## src/design/artpwm_consts.vh

```
`ifndef ARTPWM_CONSTS_VH
`define ARTPWM_CONSTS_VH

// Register indices (byte address = 4 * index)
`define ARTPWM_IDX_TCS      8'h0d
`define ARTPWM_IDX_CNTH     8'h0e
`define ARTPWM_IDX_CNTL     8'h0f
`define ARTPWM_IDX_RLDH     8'h10
`define ARTPWM_IDX_RLDL     8'h11
`define ARTPWM_IDX_POC      8'h12
`define ARTPWM_IDX_PCS      8'h13
`define ARTPWM_IDX_DUTH     8'h17
`define ARTPWM_IDX_DUTL     8'h18
`define ARTPWM_IDX_PWRMODE  8'h1f

// Field positions
`define ARTPWM_TCS_CKSEL_HI 4
`define ARTPWM_TCS_CKSEL_LO 3
`define ARTPWM_TCS_OVF      2
`define ARTPWM_TCS_OVERFLOW_IRQ_ENABLE    1
`define ARTPWM_TCS_COMPARE_IRQ_ENABLE    0
`define ARTPWM_PCS_POL      1
`define ARTPWM_PCS_CMPF     0
`define ARTPWM_POC_PINEN    0

// Clock selections
`define ARTPWM_CK_OFF       2'b00
`define ARTPWM_CK_TBASE     2'b01
`define ARTPWM_CK_CPU       2'b10

// Power modes
`define ARTPWM_PM_RUN       2'b00
`define ARTPWM_PM_WAIT      2'b01
`define ARTPWM_PM_AHALT     2'b10
`define ARTPWM_PM_HALT      2'b11

// Reset values and counts
`define ARTPWM_RST_BYTE     8'h00
`define ARTPWM_RST_12       12'h000
`define ARTPWM_CNT_MAX      12'hfff
`define ARTPWM_SLOW_DIV     5'h1f

`endif

```

## src/design/artpwm_timer.v

```verilog
// Behaviour
// - 12-bit counter steps on selected clock tick
// - Overflow past all-ones loads reload value
// - Reset clears counter, reload, duty, control
// - PWM overflow loads shadow, output high
// - PWM output low at shadow match
// - Polarity bit inverts the waveform
// - Pin enable selects PWM, else compare
// - Upper duty write locks compare until lower
// - Every overflow copies duty into shadow
// - PWM compares shadow, compare mode duty
// - Compare mode uses new duty at once
// - Match sets compare flag, gated interrupt
// - No compare-mode match while duty is zero
// - Clock select field bits four to three
// - Overflow flag set, cleared by status read
// - Overflow flag held one counter cycle
// - Two separately gated interrupt outputs
// - Slow divides by 32, halt stops
// - Active-halt runs only timebase with irq
// - Wake rules for wait and active-halt
// - PWM status read clears compare flag
// - Pin released when pin enable clear
`timescale 1ns/1ps
`include "artpwm_consts.vh"

module artpwm_timer (
    input  wire        clk_sys_in,
    input  wire        rst_n_in,
    input  wire        clk_en_in,
    input  wire        tbase_tick_in,
    input  wire [7:0]  avs_address_in,
    input  wire        avs_read_in,
    input  wire        avs_write_in,
    input  wire [31:0] avs_writedata_in,
    input  wire [3:0]  avs_byteenable_in,
    output reg  [31:0] avs_readdata_out,
    output reg         avs_waitrequest_out,
    output reg         pwm_output_out,
    output reg         pwm_oe_out,
    output reg         ovf_irq_out,
    output reg         cmp_irq_out,
    output reg         wake_wait_out,
    output reg         wake_ahalt_out
);

    reg  [11:0] count_value;
    reg  [11:0] reload_value;
    reg  [11:0] duty_value;
    reg  [11:0] shadow_duty;
    reg  [1:0]  counter_clock_select;
    reg         overflow_flag;
    reg         overflow_irq_enable;
    reg         compare_irq_enable;
    reg         compare_flag;
    reg         polarity_invert;
    reg         pwm_pin_enable;
    reg         cmp_locked;
    reg         pwm_raw;
    reg         ovf_hold;
    reg         slow_mode;
    reg  [1:0]  power_mode;
    reg  [4:0]  slow_cnt;
    reg         tb_meta;
    reg         tb_sync;
    reg         tb_prev;
    reg         bus_done;
    reg  [7:0]  next_rdata;

    wire [7:0]  reg_idx     = {2'b00, avs_address_in[7:2]};
    wire        wr_lane0    = avs_write_in & avs_byteenable_in[0] & ~bus_done;
    wire        rd_req      = avs_read_in & ~bus_done;
    wire        tb_edge     = tb_sync & ~tb_prev;
    wire        raw_tick    = (counter_clock_select == `ARTPWM_CK_TBASE) ? tb_edge :
                              (counter_clock_select == `ARTPWM_CK_CPU);
    wire        slow_ok     = ~slow_mode | (slow_cnt == `ARTPWM_SLOW_DIV);
    wire        ahalt_run   = (counter_clock_select == `ARTPWM_CK_TBASE) & overflow_irq_enable;
    wire        mode_run    = (power_mode == `ARTPWM_PM_RUN) | (power_mode == `ARTPWM_PM_WAIT) |
                              ((power_mode == `ARTPWM_PM_AHALT) & ahalt_run);
    wire        tick        = raw_tick & slow_ok & mode_run;
    wire        overflow    = tick & (count_value == `ARTPWM_CNT_MAX);
    wire [11:0] cmp_ref     = pwm_pin_enable ? shadow_duty : duty_value;
    wire        cmp_match   = tick & ~cmp_locked & (count_value == cmp_ref) &
                              (pwm_pin_enable | (duty_value != `ARTPWM_RST_12));
    wire        tcs_rd      = rd_req & (reg_idx == `ARTPWM_IDX_TCS);
    wire        pcs_rd      = rd_req & (reg_idx == `ARTPWM_IDX_PCS);

    always @* begin
        next_rdata = `ARTPWM_RST_BYTE;
        case (reg_idx)
            `ARTPWM_IDX_TCS:  next_rdata = {3'h0, counter_clock_select, overflow_flag,
                                            overflow_irq_enable, compare_irq_enable};
            `ARTPWM_IDX_CNTH: next_rdata = {4'h0, count_value[11:8]};
            `ARTPWM_IDX_CNTL: next_rdata = count_value[7:0];
            `ARTPWM_IDX_RLDH: next_rdata = {4'h0, reload_value[11:8]};
            `ARTPWM_IDX_RLDL: next_rdata = reload_value[7:0];
            `ARTPWM_IDX_POC:  next_rdata = {7'h00, pwm_pin_enable};
            `ARTPWM_IDX_PCS:  next_rdata = {6'h00, polarity_invert, compare_flag};
            `ARTPWM_IDX_DUTH: next_rdata = {4'h0, duty_value[11:8]};
            `ARTPWM_IDX_DUTL: next_rdata = duty_value[7:0];
            `ARTPWM_IDX_PWRMODE: next_rdata = {5'h00, slow_mode, power_mode};
            default:          next_rdata = `ARTPWM_RST_BYTE;
        endcase
    end

    // Bus slave: one wait cycle, answer on second edge
    always @(posedge clk_sys_in or negedge rst_n_in) begin
        if (!rst_n_in) begin
            avs_waitrequest_out <= 1'b1;
            avs_readdata_out    <= 32'h00000000;
            bus_done            <= 1'b0;
        end else if (clk_en_in) begin
            if ((avs_read_in | avs_write_in) & ~bus_done) begin
                bus_done            <= 1'b1;
                avs_waitrequest_out <= 1'b0;
                avs_readdata_out    <= {24'h000000, next_rdata};
            end else begin
                bus_done            <= 1'b0;
                avs_waitrequest_out <= 1'b1;
            end
        end
    end

    // Timebase synchroniser and slow prescaler
    always @(posedge clk_sys_in or negedge rst_n_in) begin
        if (!rst_n_in) begin
            tb_meta  <= 1'b0;
            tb_sync  <= 1'b0;
            tb_prev  <= 1'b0;
            slow_cnt <= 5'h00;
        end else if (clk_en_in) begin
            tb_meta <= tbase_tick_in;
            tb_sync <= tb_meta;
            tb_prev <= tb_sync;
            if (raw_tick & mode_run) begin
                slow_cnt <= slow_cnt + 5'h01;
            end
        end
    end

    // Control registers written by software
    always @(posedge clk_sys_in or negedge rst_n_in) begin
        if (!rst_n_in) begin
            counter_clock_select <= `ARTPWM_CK_OFF;
            overflow_irq_enable  <= 1'b0;
            compare_irq_enable   <= 1'b0;
            reload_value         <= `ARTPWM_RST_12;
            duty_value           <= `ARTPWM_RST_12;
            pwm_pin_enable       <= 1'b0;
            polarity_invert      <= 1'b0;
            cmp_locked           <= 1'b0;
            slow_mode            <= 1'b0;
            power_mode           <= `ARTPWM_PM_RUN;
        end else if (clk_en_in && wr_lane0) begin
            case (reg_idx)
                `ARTPWM_IDX_TCS: begin
                    counter_clock_select <= avs_writedata_in[`ARTPWM_TCS_CKSEL_HI:`ARTPWM_TCS_CKSEL_LO];
                    overflow_irq_enable  <= avs_writedata_in[`ARTPWM_TCS_OVERFLOW_IRQ_ENABLE];
                    compare_irq_enable   <= avs_writedata_in[`ARTPWM_TCS_COMPARE_IRQ_ENABLE];
                end
                `ARTPWM_IDX_RLDH: reload_value[11:8] <= avs_writedata_in[3:0];
                `ARTPWM_IDX_RLDL: reload_value[7:0]  <= avs_writedata_in[7:0];
                `ARTPWM_IDX_POC:  pwm_pin_enable     <= avs_writedata_in[`ARTPWM_POC_PINEN];
                `ARTPWM_IDX_PCS:  polarity_invert    <= avs_writedata_in[`ARTPWM_PCS_POL];
                `ARTPWM_IDX_DUTH: begin
                    duty_value[11:8] <= avs_writedata_in[3:0];
                    cmp_locked       <= 1'b1;
                end
                `ARTPWM_IDX_DUTL: begin
                    duty_value[7:0] <= avs_writedata_in[7:0];
                    cmp_locked      <= 1'b0;
                end
                `ARTPWM_IDX_PWRMODE: begin
                    power_mode <= avs_writedata_in[1:0];
                    slow_mode  <= avs_writedata_in[2];
                end
                default: power_mode <= power_mode;
            endcase
        end
    end

    // Counter, shadow and waveform
    always @(posedge clk_sys_in or negedge rst_n_in) begin
        if (!rst_n_in) begin
            count_value <= `ARTPWM_RST_12;
            shadow_duty <= `ARTPWM_RST_12;
            pwm_raw     <= 1'b0;
        end else if (clk_en_in) begin
            if (overflow) begin
                count_value <= reload_value;
                shadow_duty <= duty_value;
                if (pwm_pin_enable) begin
                    pwm_raw <= 1'b1;
                end
            end else if (tick) begin
                count_value <= count_value + 12'h001;
                if (cmp_match & pwm_pin_enable) begin
                    pwm_raw <= 1'b0;
                end
            end
            if (!pwm_pin_enable) begin
                pwm_raw <= 1'b0;
            end
        end
    end

    // Flags: hardware set wins over read clear
    always @(posedge clk_sys_in or negedge rst_n_in) begin
        if (!rst_n_in) begin
            overflow_flag <= 1'b0;
            ovf_hold      <= 1'b0;
            compare_flag  <= 1'b0;
        end else if (clk_en_in) begin
            if (overflow) begin
                overflow_flag <= 1'b1;
                ovf_hold      <= 1'b1;
            end else begin
                if (tick) begin
                    ovf_hold <= 1'b0;
                end
                if (tcs_rd & ~ovf_hold) begin
                    overflow_flag <= 1'b0;
                end
            end
            if (cmp_match) begin
                compare_flag <= 1'b1;
            end else if (pcs_rd) begin
                compare_flag <= 1'b0;
            end
        end
    end

    // Registered outputs
    always @(posedge clk_sys_in or negedge rst_n_in) begin
        if (!rst_n_in) begin
            pwm_output_out <= 1'b0;
            pwm_oe_out     <= 1'b0;
            ovf_irq_out    <= 1'b0;
            cmp_irq_out    <= 1'b0;
            wake_wait_out  <= 1'b0;
            wake_ahalt_out <= 1'b0;
        end else if (clk_en_in) begin
            pwm_output_out <= pwm_pin_enable & (pwm_raw ^ polarity_invert);
            pwm_oe_out     <= pwm_pin_enable;
            ovf_irq_out    <= overflow_flag & overflow_irq_enable;
            cmp_irq_out    <= compare_flag & compare_irq_enable;
            wake_wait_out  <= (power_mode == `ARTPWM_PM_WAIT) &
                              ((overflow_flag & overflow_irq_enable) |
                               (compare_flag & compare_irq_enable));
            wake_ahalt_out <= (power_mode == `ARTPWM_PM_AHALT) & ahalt_run & overflow_flag;
        end
    end

endmodule // artpwm_timer

```

## config.mk

```make
export PLATFORM = sky130hd
export DESIGN_NAME = artpwm_timer
export DESIGN_NICKNAME = d
export VERILOG_FILES = /design/src/design/artpwm_timer.v
export VERILOG_INCLUDE_DIRS = /design/src /design/src/design
export SDC_FILE = /design/constraint.sdc
export NUM_CORES = 1
export LEC_CHECK = 0
export ABC_AREA = 0
export BUFFER_PORTS_ARGS = -buffer_cell sky130_fd_sc_hd__buf_2
export CAP_MARGIN = 25
export CORE_MARGIN = 2
export CORE_UTILIZATION = 45
export CTS_BUF_LIST = sky130_fd_sc_hd__clkbuf_2
export DETAILED_ROUTE_END_ITERATION = 10
export HOLD_SLACK_MARGIN = 0.03
export PLACE_DENSITY_LB_ADDON = 0.12
export SKIP_LAST_GASP = 1
export SLEW_MARGIN = 20
export SYNTH_ARGS = -nofsm -noshare
export SYNTH_HDL_FRONTEND = slang
export SYNTH_SLANG_ARGS = --single-unit
```

## constraint.sdc

```tcl
create_clock -name clk_sys_in -period 3.36 [get_ports clk_sys_in]
set_clock_uncertainty 0.2 [all_clocks]
set_input_delay 0.672 -clock clk_sys_in [delete_from_list [all_inputs] [get_ports clk_sys_in]]
set_output_delay 0.672 -clock clk_sys_in [all_outputs]
set_load 0.02 [all_outputs]
```

==> impl_metrics.env, run 1 <==
export IMPL_outcome="finished clean"
export IMPL_core_area_mm2=0.00986
export IMPL_setup_viol=0
export IMPL_critPathLaunchType="register"
export IMPL_synth_compound_area_share_pct=10.1
export IMPL_ctsResizeCount=0
export IMPL_ff2ff_path_depth=9
export IMPL_path_class="register to register"
export IMPL_cts_buffer_depth=2
export IMPL_io_pins=89
export IMPL_setup_slack_ns=0.643
export IMPL_powerDensity_mw_per_mm2=387
export IMPL_drt_first_iter_violations=209
export IMPL_regArea_mm2=0.00215
export IMPL_fin_tns_setup_ns=0
export IMPL_num_rows=36
export IMPL_worstPathArrival_ns=2.96
export IMPL_synthAdderAreaFrac_pct=0.814
export IMPL_wl_per_cell_um=18.7
export IMPL_synthMuxAreaShare_pct=19.6
export IMPL_cts_tree="done"
export IMPL_drive_above_1_share_pct=26.4
export IMPL_synth_main_ff_cell="dfrtp_1"
export IMPL_min_to="tb_meta"
export IMPL_ant_nets=0
export IMPL_grt_max_degree=54
export IMPL_critical_path_required_ns=3.61
export IMPL_synthCells=414
export IMPL_whs_path_depth=2
export IMPL_synth_edff_count=0
export IMPL_irDropWorstVdd_mv=0.185
export IMPL_grt_pass1_wl_um=17700
export IMPL_worstReg2RegEnd="count_value[8]"
export IMPL_grt_use_met3_pct=3.28
export IMPL_busiest_layer="met1"
export IMPL_finalHoldWorstSlack_ns=0.132
export IMPL_clockRootBuffer="clkbuf_2"
export IMPL_p_leak_nw=2.35
export IMPL_grt_overflow_total=0
export IMPL_gr_usage_met1_pct=32.2
export IMPL_antennaDiodeCount=0
export IMPL_dpl_cell_area_mm2=0.00487
export IMPL_fin_crit_sh_pct=80.9
export IMPL_postSynthAreaPerCell_um2=11.1
export IMPL_die_w_um=105
export IMPL_hp_start="tbase_tick_in"
export IMPL_cts_sinks=86
export IMPL_layout_commonest_cell="dfrtp_1"
export IMPL_avgViaCountPerCell=5.65
export IMPL_slew_violations=0
export IMPL_drc_errors=0
export IMPL_hold_viol_final=0
export IMPL_cap_violations=0
export IMPL_synthesis_area_mm2=0.00461
export IMPL_relSlewSlack_pct=54.1
export IMPL_synth_seq_cells=86
export IMPL_clk_latency_ns=0.56
export IMPL_synth_xor_area_share_pct=3.04
export IMPL_drt_wl_total_um=11100
export IMPL_rr_startpoint="slow_cnt[0]"
export IMPL_min_period_ns=2.72
export IMPL_worst_slew_pin_slew_ns=0.672
export IMPL_area_growth_pct=8.22
export IMPL_hp_class="input port to register"
export IMPL_fmax_mhz=368
export IMPL_finalWeightedCongestion=0.898
export IMPL_met2_usage_pct=30.2
export IMPL_async_flop_share_pct=100
export IMPL_initial_utilization_pct=46.7
export IMPL_ys_seq_area_share_pct=46.7
export IMPL_final_area_mm2=0.00499
export IMPL_pre_cts_ws_ns=0.395
export IMPL_reg2reg_slack_ns=0.64
export IMPL_die_h_um=105
export IMPL_numCtsBuffers=9
export IMPL_synth_simple_area_share_pct=12.6
export IMPL_drt_pass1_iter_count=5
export IMPL_crit_fanout=13
export IMPL_routed_via_count=3345
export IMPL_port_buffers=35
export IMPL_synth_top_family_by_area="multiplexers"
export IMPL_first_global_vias=3120
export IMPL_grt_setup_unrepaired="false"
export IMPL_dp_hpwl_um=8130
export IMPL_crit_path_end_kind="register"
export IMPL_fillers=908
export IMPL_multi_input_area_mm2=0.00222
export IMPL_grt_usage_pct=20.8
export IMPL_layout_common_cells="dfrtp_1, mux2_2, buf_2, nand2_1, conb_1"
export IMPL_yosysWarnings=0
export IMPL_ys_types=61
export IMPL_antenna_found_initial=0
export IMPL_htree_levels=3
export IMPL_clkTransAtPathRegs_ns=0.25
export IMPL_post_cts_buffers=0
export IMPL_dieArea_mm2=0.0111
export IMPL_finalNetCount=507
## registers in the layout (all words and copies together), names as in the netlist, 2 cells and up
register / count
count_value: 12
slow_cnt: 5
shadow_duty: 12
reload_value: 12
duty_value: 12
avs_readdata_out: 8
power_mode: 2
counter_clock_select: 2
## worst max-delay path by stage
stage | start | endpoint | slack, ns
after floorplan | avs_address_in[4] | reload_value[0] | 0.64
after global placement | avs_address_in[3] | duty_value[10] | 0.42
after detailed placement | avs_address_in[3] | duty_value[10] | 0.40
after CTS | slow_cnt[0] | count_value[8] | 0.66
after global routing | slow_cnt[0] | count_value[8] | 0.37
final | slow_cnt[0] | count_value[8] | 0.64
## stage by stage
step	utilization, %	power [mW]	instances
floorplan	-	1.32	437
global placement	49.1	1.39	574
detailed placement	49.3	1.40	575
CTS	50.6	1.94	592
global route	50.6	2.02	592
finish	50.6	1.93	592
## kinds of logic after synthesis
family                   Yosys count
XOR/XNOR                          16
multiplexers                      79
adder cells (fa/ha/maj)            3
AND/OR/NAND/NOR                  107
AO/OA/AOI/OAI                     66
other                              1
flip-flops                        86
buffers and inverters             56
## power by group
group	switching, mW	leakage [nW]	total, mW	internal, mW
Sequential	0.0613	1.15	1.15	1.08
Clock	0.373	0.0656	0.544	0.172
Combinational	0.138	1.14	0.241	0.103
Total	0.572	2.35	1.93	1.36
## cell type report
class / instances / share of cell area (%)
clock buffers: 10 / 1.00
clock inverters: 6 / 1.25
inverters: 15 / 1.13
multi-input cells: 295 / 44.5
flip-flops and latches: 86 / 43.2
well taps: 133 / 3.34
repair buffers: 47 / 5.67
## routing by layer
| metal | wire length (um) | vias up |
|---|---|---|
| met5 | 0 | - |
| met4 | 126 | 0 |
| met3 | 606 | 11 |
| met2 | 4880 | 145 |
| met1 | 5450 | 1658 |
| li1 | - | 1531 |
## timing repair
item / CTS / global route
hold endpoints to repair: 52 / 0
endpoints found under the setup margin: 0 / 0
hold buffers: 1 / 0
## Yosys cell counts, types with 2 or more instances
cell | number | area share, %
a2111oi_0 | 2 | 0.38
a21oi_1 | 5 | 0.54
a222oi_1 | 4 | 0.87
a22o_1 | 5 | 0.95
a22oi_1 | 7 | 1.1
a31oi_1 | 4 | 0.54
a41oi_1 | 2 | 0.38
and2_1 | 2 | 0.27
and3_1 | 7 | 0.95
buf_1 | 2 | 0.16
buf_2 | 2 | 0.22
buf_4 | 26 | 4.2
buf_6 | 2 | 0.49
clkbuf_1 | 9 | 0.73
dfrtp_1 | 85 | 46
ha_1 | 3 | 0.81
inv_1 | 15 | 1.2
mux2_1 | 4 | 0.98
mux2_2 | 44 | 11
mux2_4 | 8 | 2.6
mux2i_1 | 22 | 4.8
nand2_1 | 27 | 2.2
nand2b_1 | 2 | 0.27
nand3_1 | 10 | 1.1
nand4_1 | 5 | 0.68
nand4bb_1 | 3 | 0.73
nor2_1 | 21 | 1.7
nor2b_1 | 5 | 0.68
nor3_1 | 5 | 0.54
nor3b_1 | 4 | 0.65
nor4_1 | 4 | 0.54
o21a_1 | 2 | 0.33
o21ai_0 | 20 | 2.2
o2bb2ai_1 | 3 | 0.57
or3_1 | 2 | 0.27
or4b_1 | 2 | 0.43
xnor2_1 | 11 | 2.1
xor2_1 | 5 | 0.95
## critical path, stage by stage (launching register included)
cell,delay (ns)
dfrtp_1,0.45
ha_1,0.18
and3_1,0.16
ha_1,0.13
inv_1,0.04
a222oi_1,0.33
buf_4,0.25
and2_1,0.45
nand3_1,0.14
mux2_2,0.29
No activity file was read; power rests on OpenSTA's default activity.
==> run 2, diff against run 1 <==
==> constraint.sdc (replaced) <==
create_clock -name clk_sys_in -period 2.2 [get_ports clk_sys_in]
set_clock_uncertainty 0.2 [all_clocks]
set_input_delay 0.44 -clock clk_sys_in [delete_from_list [all_inputs] [get_ports clk_sys_in]]
set_output_delay 0.44 -clock clk_sys_in [all_outputs]
set_load 0.02 [all_outputs]
==> run 2 against run 1 <==
  * Fmax rose by 12%
  * The run now ends with setup timing left
  * Highest routed layer unchanged
  * Count of clock-buffer cells in the layout did not move
  * Combinational power increased by 130%
  * Cell count rose by 14%
  * Core utilization rose by 9.3 points
  * Sequential share of layout area fell by 6.7 points
  * Non-clock buffer count rose by 85
  * First-iteration DRC count rose by 13%
  * Flip-flop and latch count is the same
  * Critical path type unchanged
  * Routed wire length rose by 15%
  * Design area grew 18%
==> impl_metrics.env, run 2 (synthesis results as in run 1) <==
export IMPL_outcome="finished with violations"
export IMPL_failed_checks="setup timing"
export IMPL_grt_overflow_total=0
export IMPL_worstReg2RegEnd="shadow_duty[9]"
export IMPL_die_h_um=105
export IMPL_p_total_mw=3.07
export IMPL_initial_utilization_pct=46.7
export IMPL_antenna_found_initial=0
export IMPL_route_met2_wl_um=5780
export IMPL_drive_above_1_share_pct=40.3
export IMPL_fmax_mhz=411
export IMPL_routed_top_layer="met4"
export IMPL_relSlewSlack_pct=61.9
export IMPL_layout_commonest_cell="dfrtp_1"
export IMPL_clockRootBuffer="clkbuf_2"
export IMPL_drt_pass1_iter_count=5
export IMPL_htree_levels=3
export IMPL_ff2ff_path_depth=9
export IMPL_slew_violations=0
export IMPL_clk_latency_ns=0.56
export IMPL_rr_startpoint="slow_cnt[1]"
export IMPL_finalNetCount=593
export IMPL_finalWeightedCongestion=0.954
export IMPL_grt_setup_unrepaired="true"
export IMPL_worst_slew_pin_slew_ns=0.565
export IMPL_irDropWorstVdd_mv=0.375
export IMPL_drt_wl_total_um=12800
export IMPL_final_core_util_pct=59.9
export IMPL_cp_cell_sequence="ha_2 > and3_4 > ha_4 > inv_2 > a222oi_1 > buf_4 > and2_4 > nand2_4 > mux2_4"
export IMPL_avgViaCountPerCell=5.40
export IMPL_area_growth_pct=28.1
export IMPL_routed_via_count=3656
export IMPL_fin_crit_sh_pct=111
export IMPL_antennaDiodeCount=0
export IMPL_dpl_cell_area_mm2=0.00547
export IMPL_dieArea_mm2=0.0111
export IMPL_die_w_um=105
export IMPL_layout_common_cells="dfrtp_1, buf_4, buf_2, mux2_2, nand2_1"
export IMPL_cap_violations=0
export IMPL_ant_nets=0
export IMPL_cts_buffer_depth=2
export IMPL_clkTransAtPathRegs_ns=0.24
export IMPL_wl_per_cell_um=18.9
export IMPL_p_leak_nw=2.84
export IMPL_cpMaxStageDelayCell="dfrtp_1"
export IMPL_crit_fanout=6
export IMPL_cts_tree="done"
export IMPL_cts_sinks=86
export IMPL_hold_viol_final=0
export IMPL_hp_class="input port to asynchronous set/reset pin"
export IMPL_wl_met3_um=656
export IMPL_critical_path_required_ns=2.45
export IMPL_numCtsBuffers=9
export IMPL_worstPathArrival_ns=2.68
export IMPL_crit_family="simple AND/OR/NAND/NOR gates"
export IMPL_setup_slack_ns=-0.235
export IMPL_powerDensity_mw_per_mm2=520
export IMPL_max_stage_delay_ns=0.41
export IMPL_io_pins=89
export IMPL_first_global_vias=3465
export IMPL_grt_max_degree=45
export IMPL_path_buf_inv=2
export IMPL_num_rows=36
export IMPL_drc_errors=0
export IMPL_final_area_mm2=0.00590
export IMPL_port_buffers=35
export IMPL_grt_usage_pct=23.8
export IMPL_drt_first_iter_violations=236
export IMPL_setup_viol=27
export IMPL_crit_path_end_kind="register"
export IMPL_min_period_ns=2.44
export IMPL_critPathLaunchType="register"
export IMPL_met1_length_um=6190
export IMPL_reg2reg_slack_ns=-0.24
export IMPL_dp_hpwl_um=9350
export IMPL_path_class="register to register"
export IMPL_core_area_mm2=0.00986
export IMPL_grt_pass1_wl_um=20000
export IMPL_fin_tns_setup_ns=-4.93
run 2: repair_timing:
item                                   in CTS  in global routing
setup endpoints to repair                  28                 30
buffers inserted                            3                  6
endpoints found under the hold margin     119                  0
gates cloned                                1                  0
gates resized for setup                    14                 24
pin swaps                                   2                  5
hold buffers                               12                  0
run 2: report_power, final:
group          total, mW  internal [mW]  switching [mW]  leakage, nW
combinational      0.551          0.266           0.286         1.63
sequential          1.71           1.66          0.0543         1.15
clock              0.806          0.254           0.552       0.0668
run 2: worst max-delay path by stage:
stage                            from             endpoint  slack [ns]  cells past startpoint
detailed placement        slow_cnt[1]       shadow_duty[1]       -0.23                      9
global placement    avs_address_in[3]  avs_readdata_out[3]       -0.30                      8
finish                    slow_cnt[1]       shadow_duty[9]       -0.24                      9
floorplan                 slow_cnt[0]      shadow_duty[10]       -0.38                     10
global route              slow_cnt[1]       shadow_duty[9]       -0.29                      9
CTS                       slow_cnt[1]       count_value[4]       -0.20                      9
run 2: worst reg2reg max path, cell delays in order (launching register included):
cell and delay, ns:
dfrtp_1 0.41, ha_2 0.18, and3_4 0.18, ha_4 0.12, inv_2 0.03, a222oi_1 0.31, buf_4 0.22, and2_4 0.23
nand2_4 0.13, mux2_4 0.32
run 2: metrics by stage:
stage                     instances  worst slack (ns)  hold slack [ns]
after floorplan                 437            -0.384          -0.0556
after global placement          640            -0.304            0.161
after detailed placement        640            -0.231            0.172
after CTS                       671            -0.198           0.0724
after global routing            677            -0.290           0.0678
final                           677            -0.235           0.0979
run 2: area by class of cell:
| type | instances | area [um^2] |
|---|---|---|
| fillers | 837 | 3960 |
| clock inverters | 5 | 51.3 |
| inverters | 15 | 56.3 |
| clock buffers | 10 | 50.0 |
| flip-flops and latches | 86 | 2150 |
| repair buffers | 132 | 992 |
| multi-input cells | 296 | 2430 |
| well taps | 133 | 166 |
run 2: layer usage:
| metal | GRT usage, % | vias up |
|---|---|---|
| met5 | 0 | - |
| met4 | 5.90 | 0 |
| met3 | 4.21 | 14 |
| met2 | 34.7 | 116 |
| met1 | 36.6 | 1819 |
| li1 | - | 1707 |
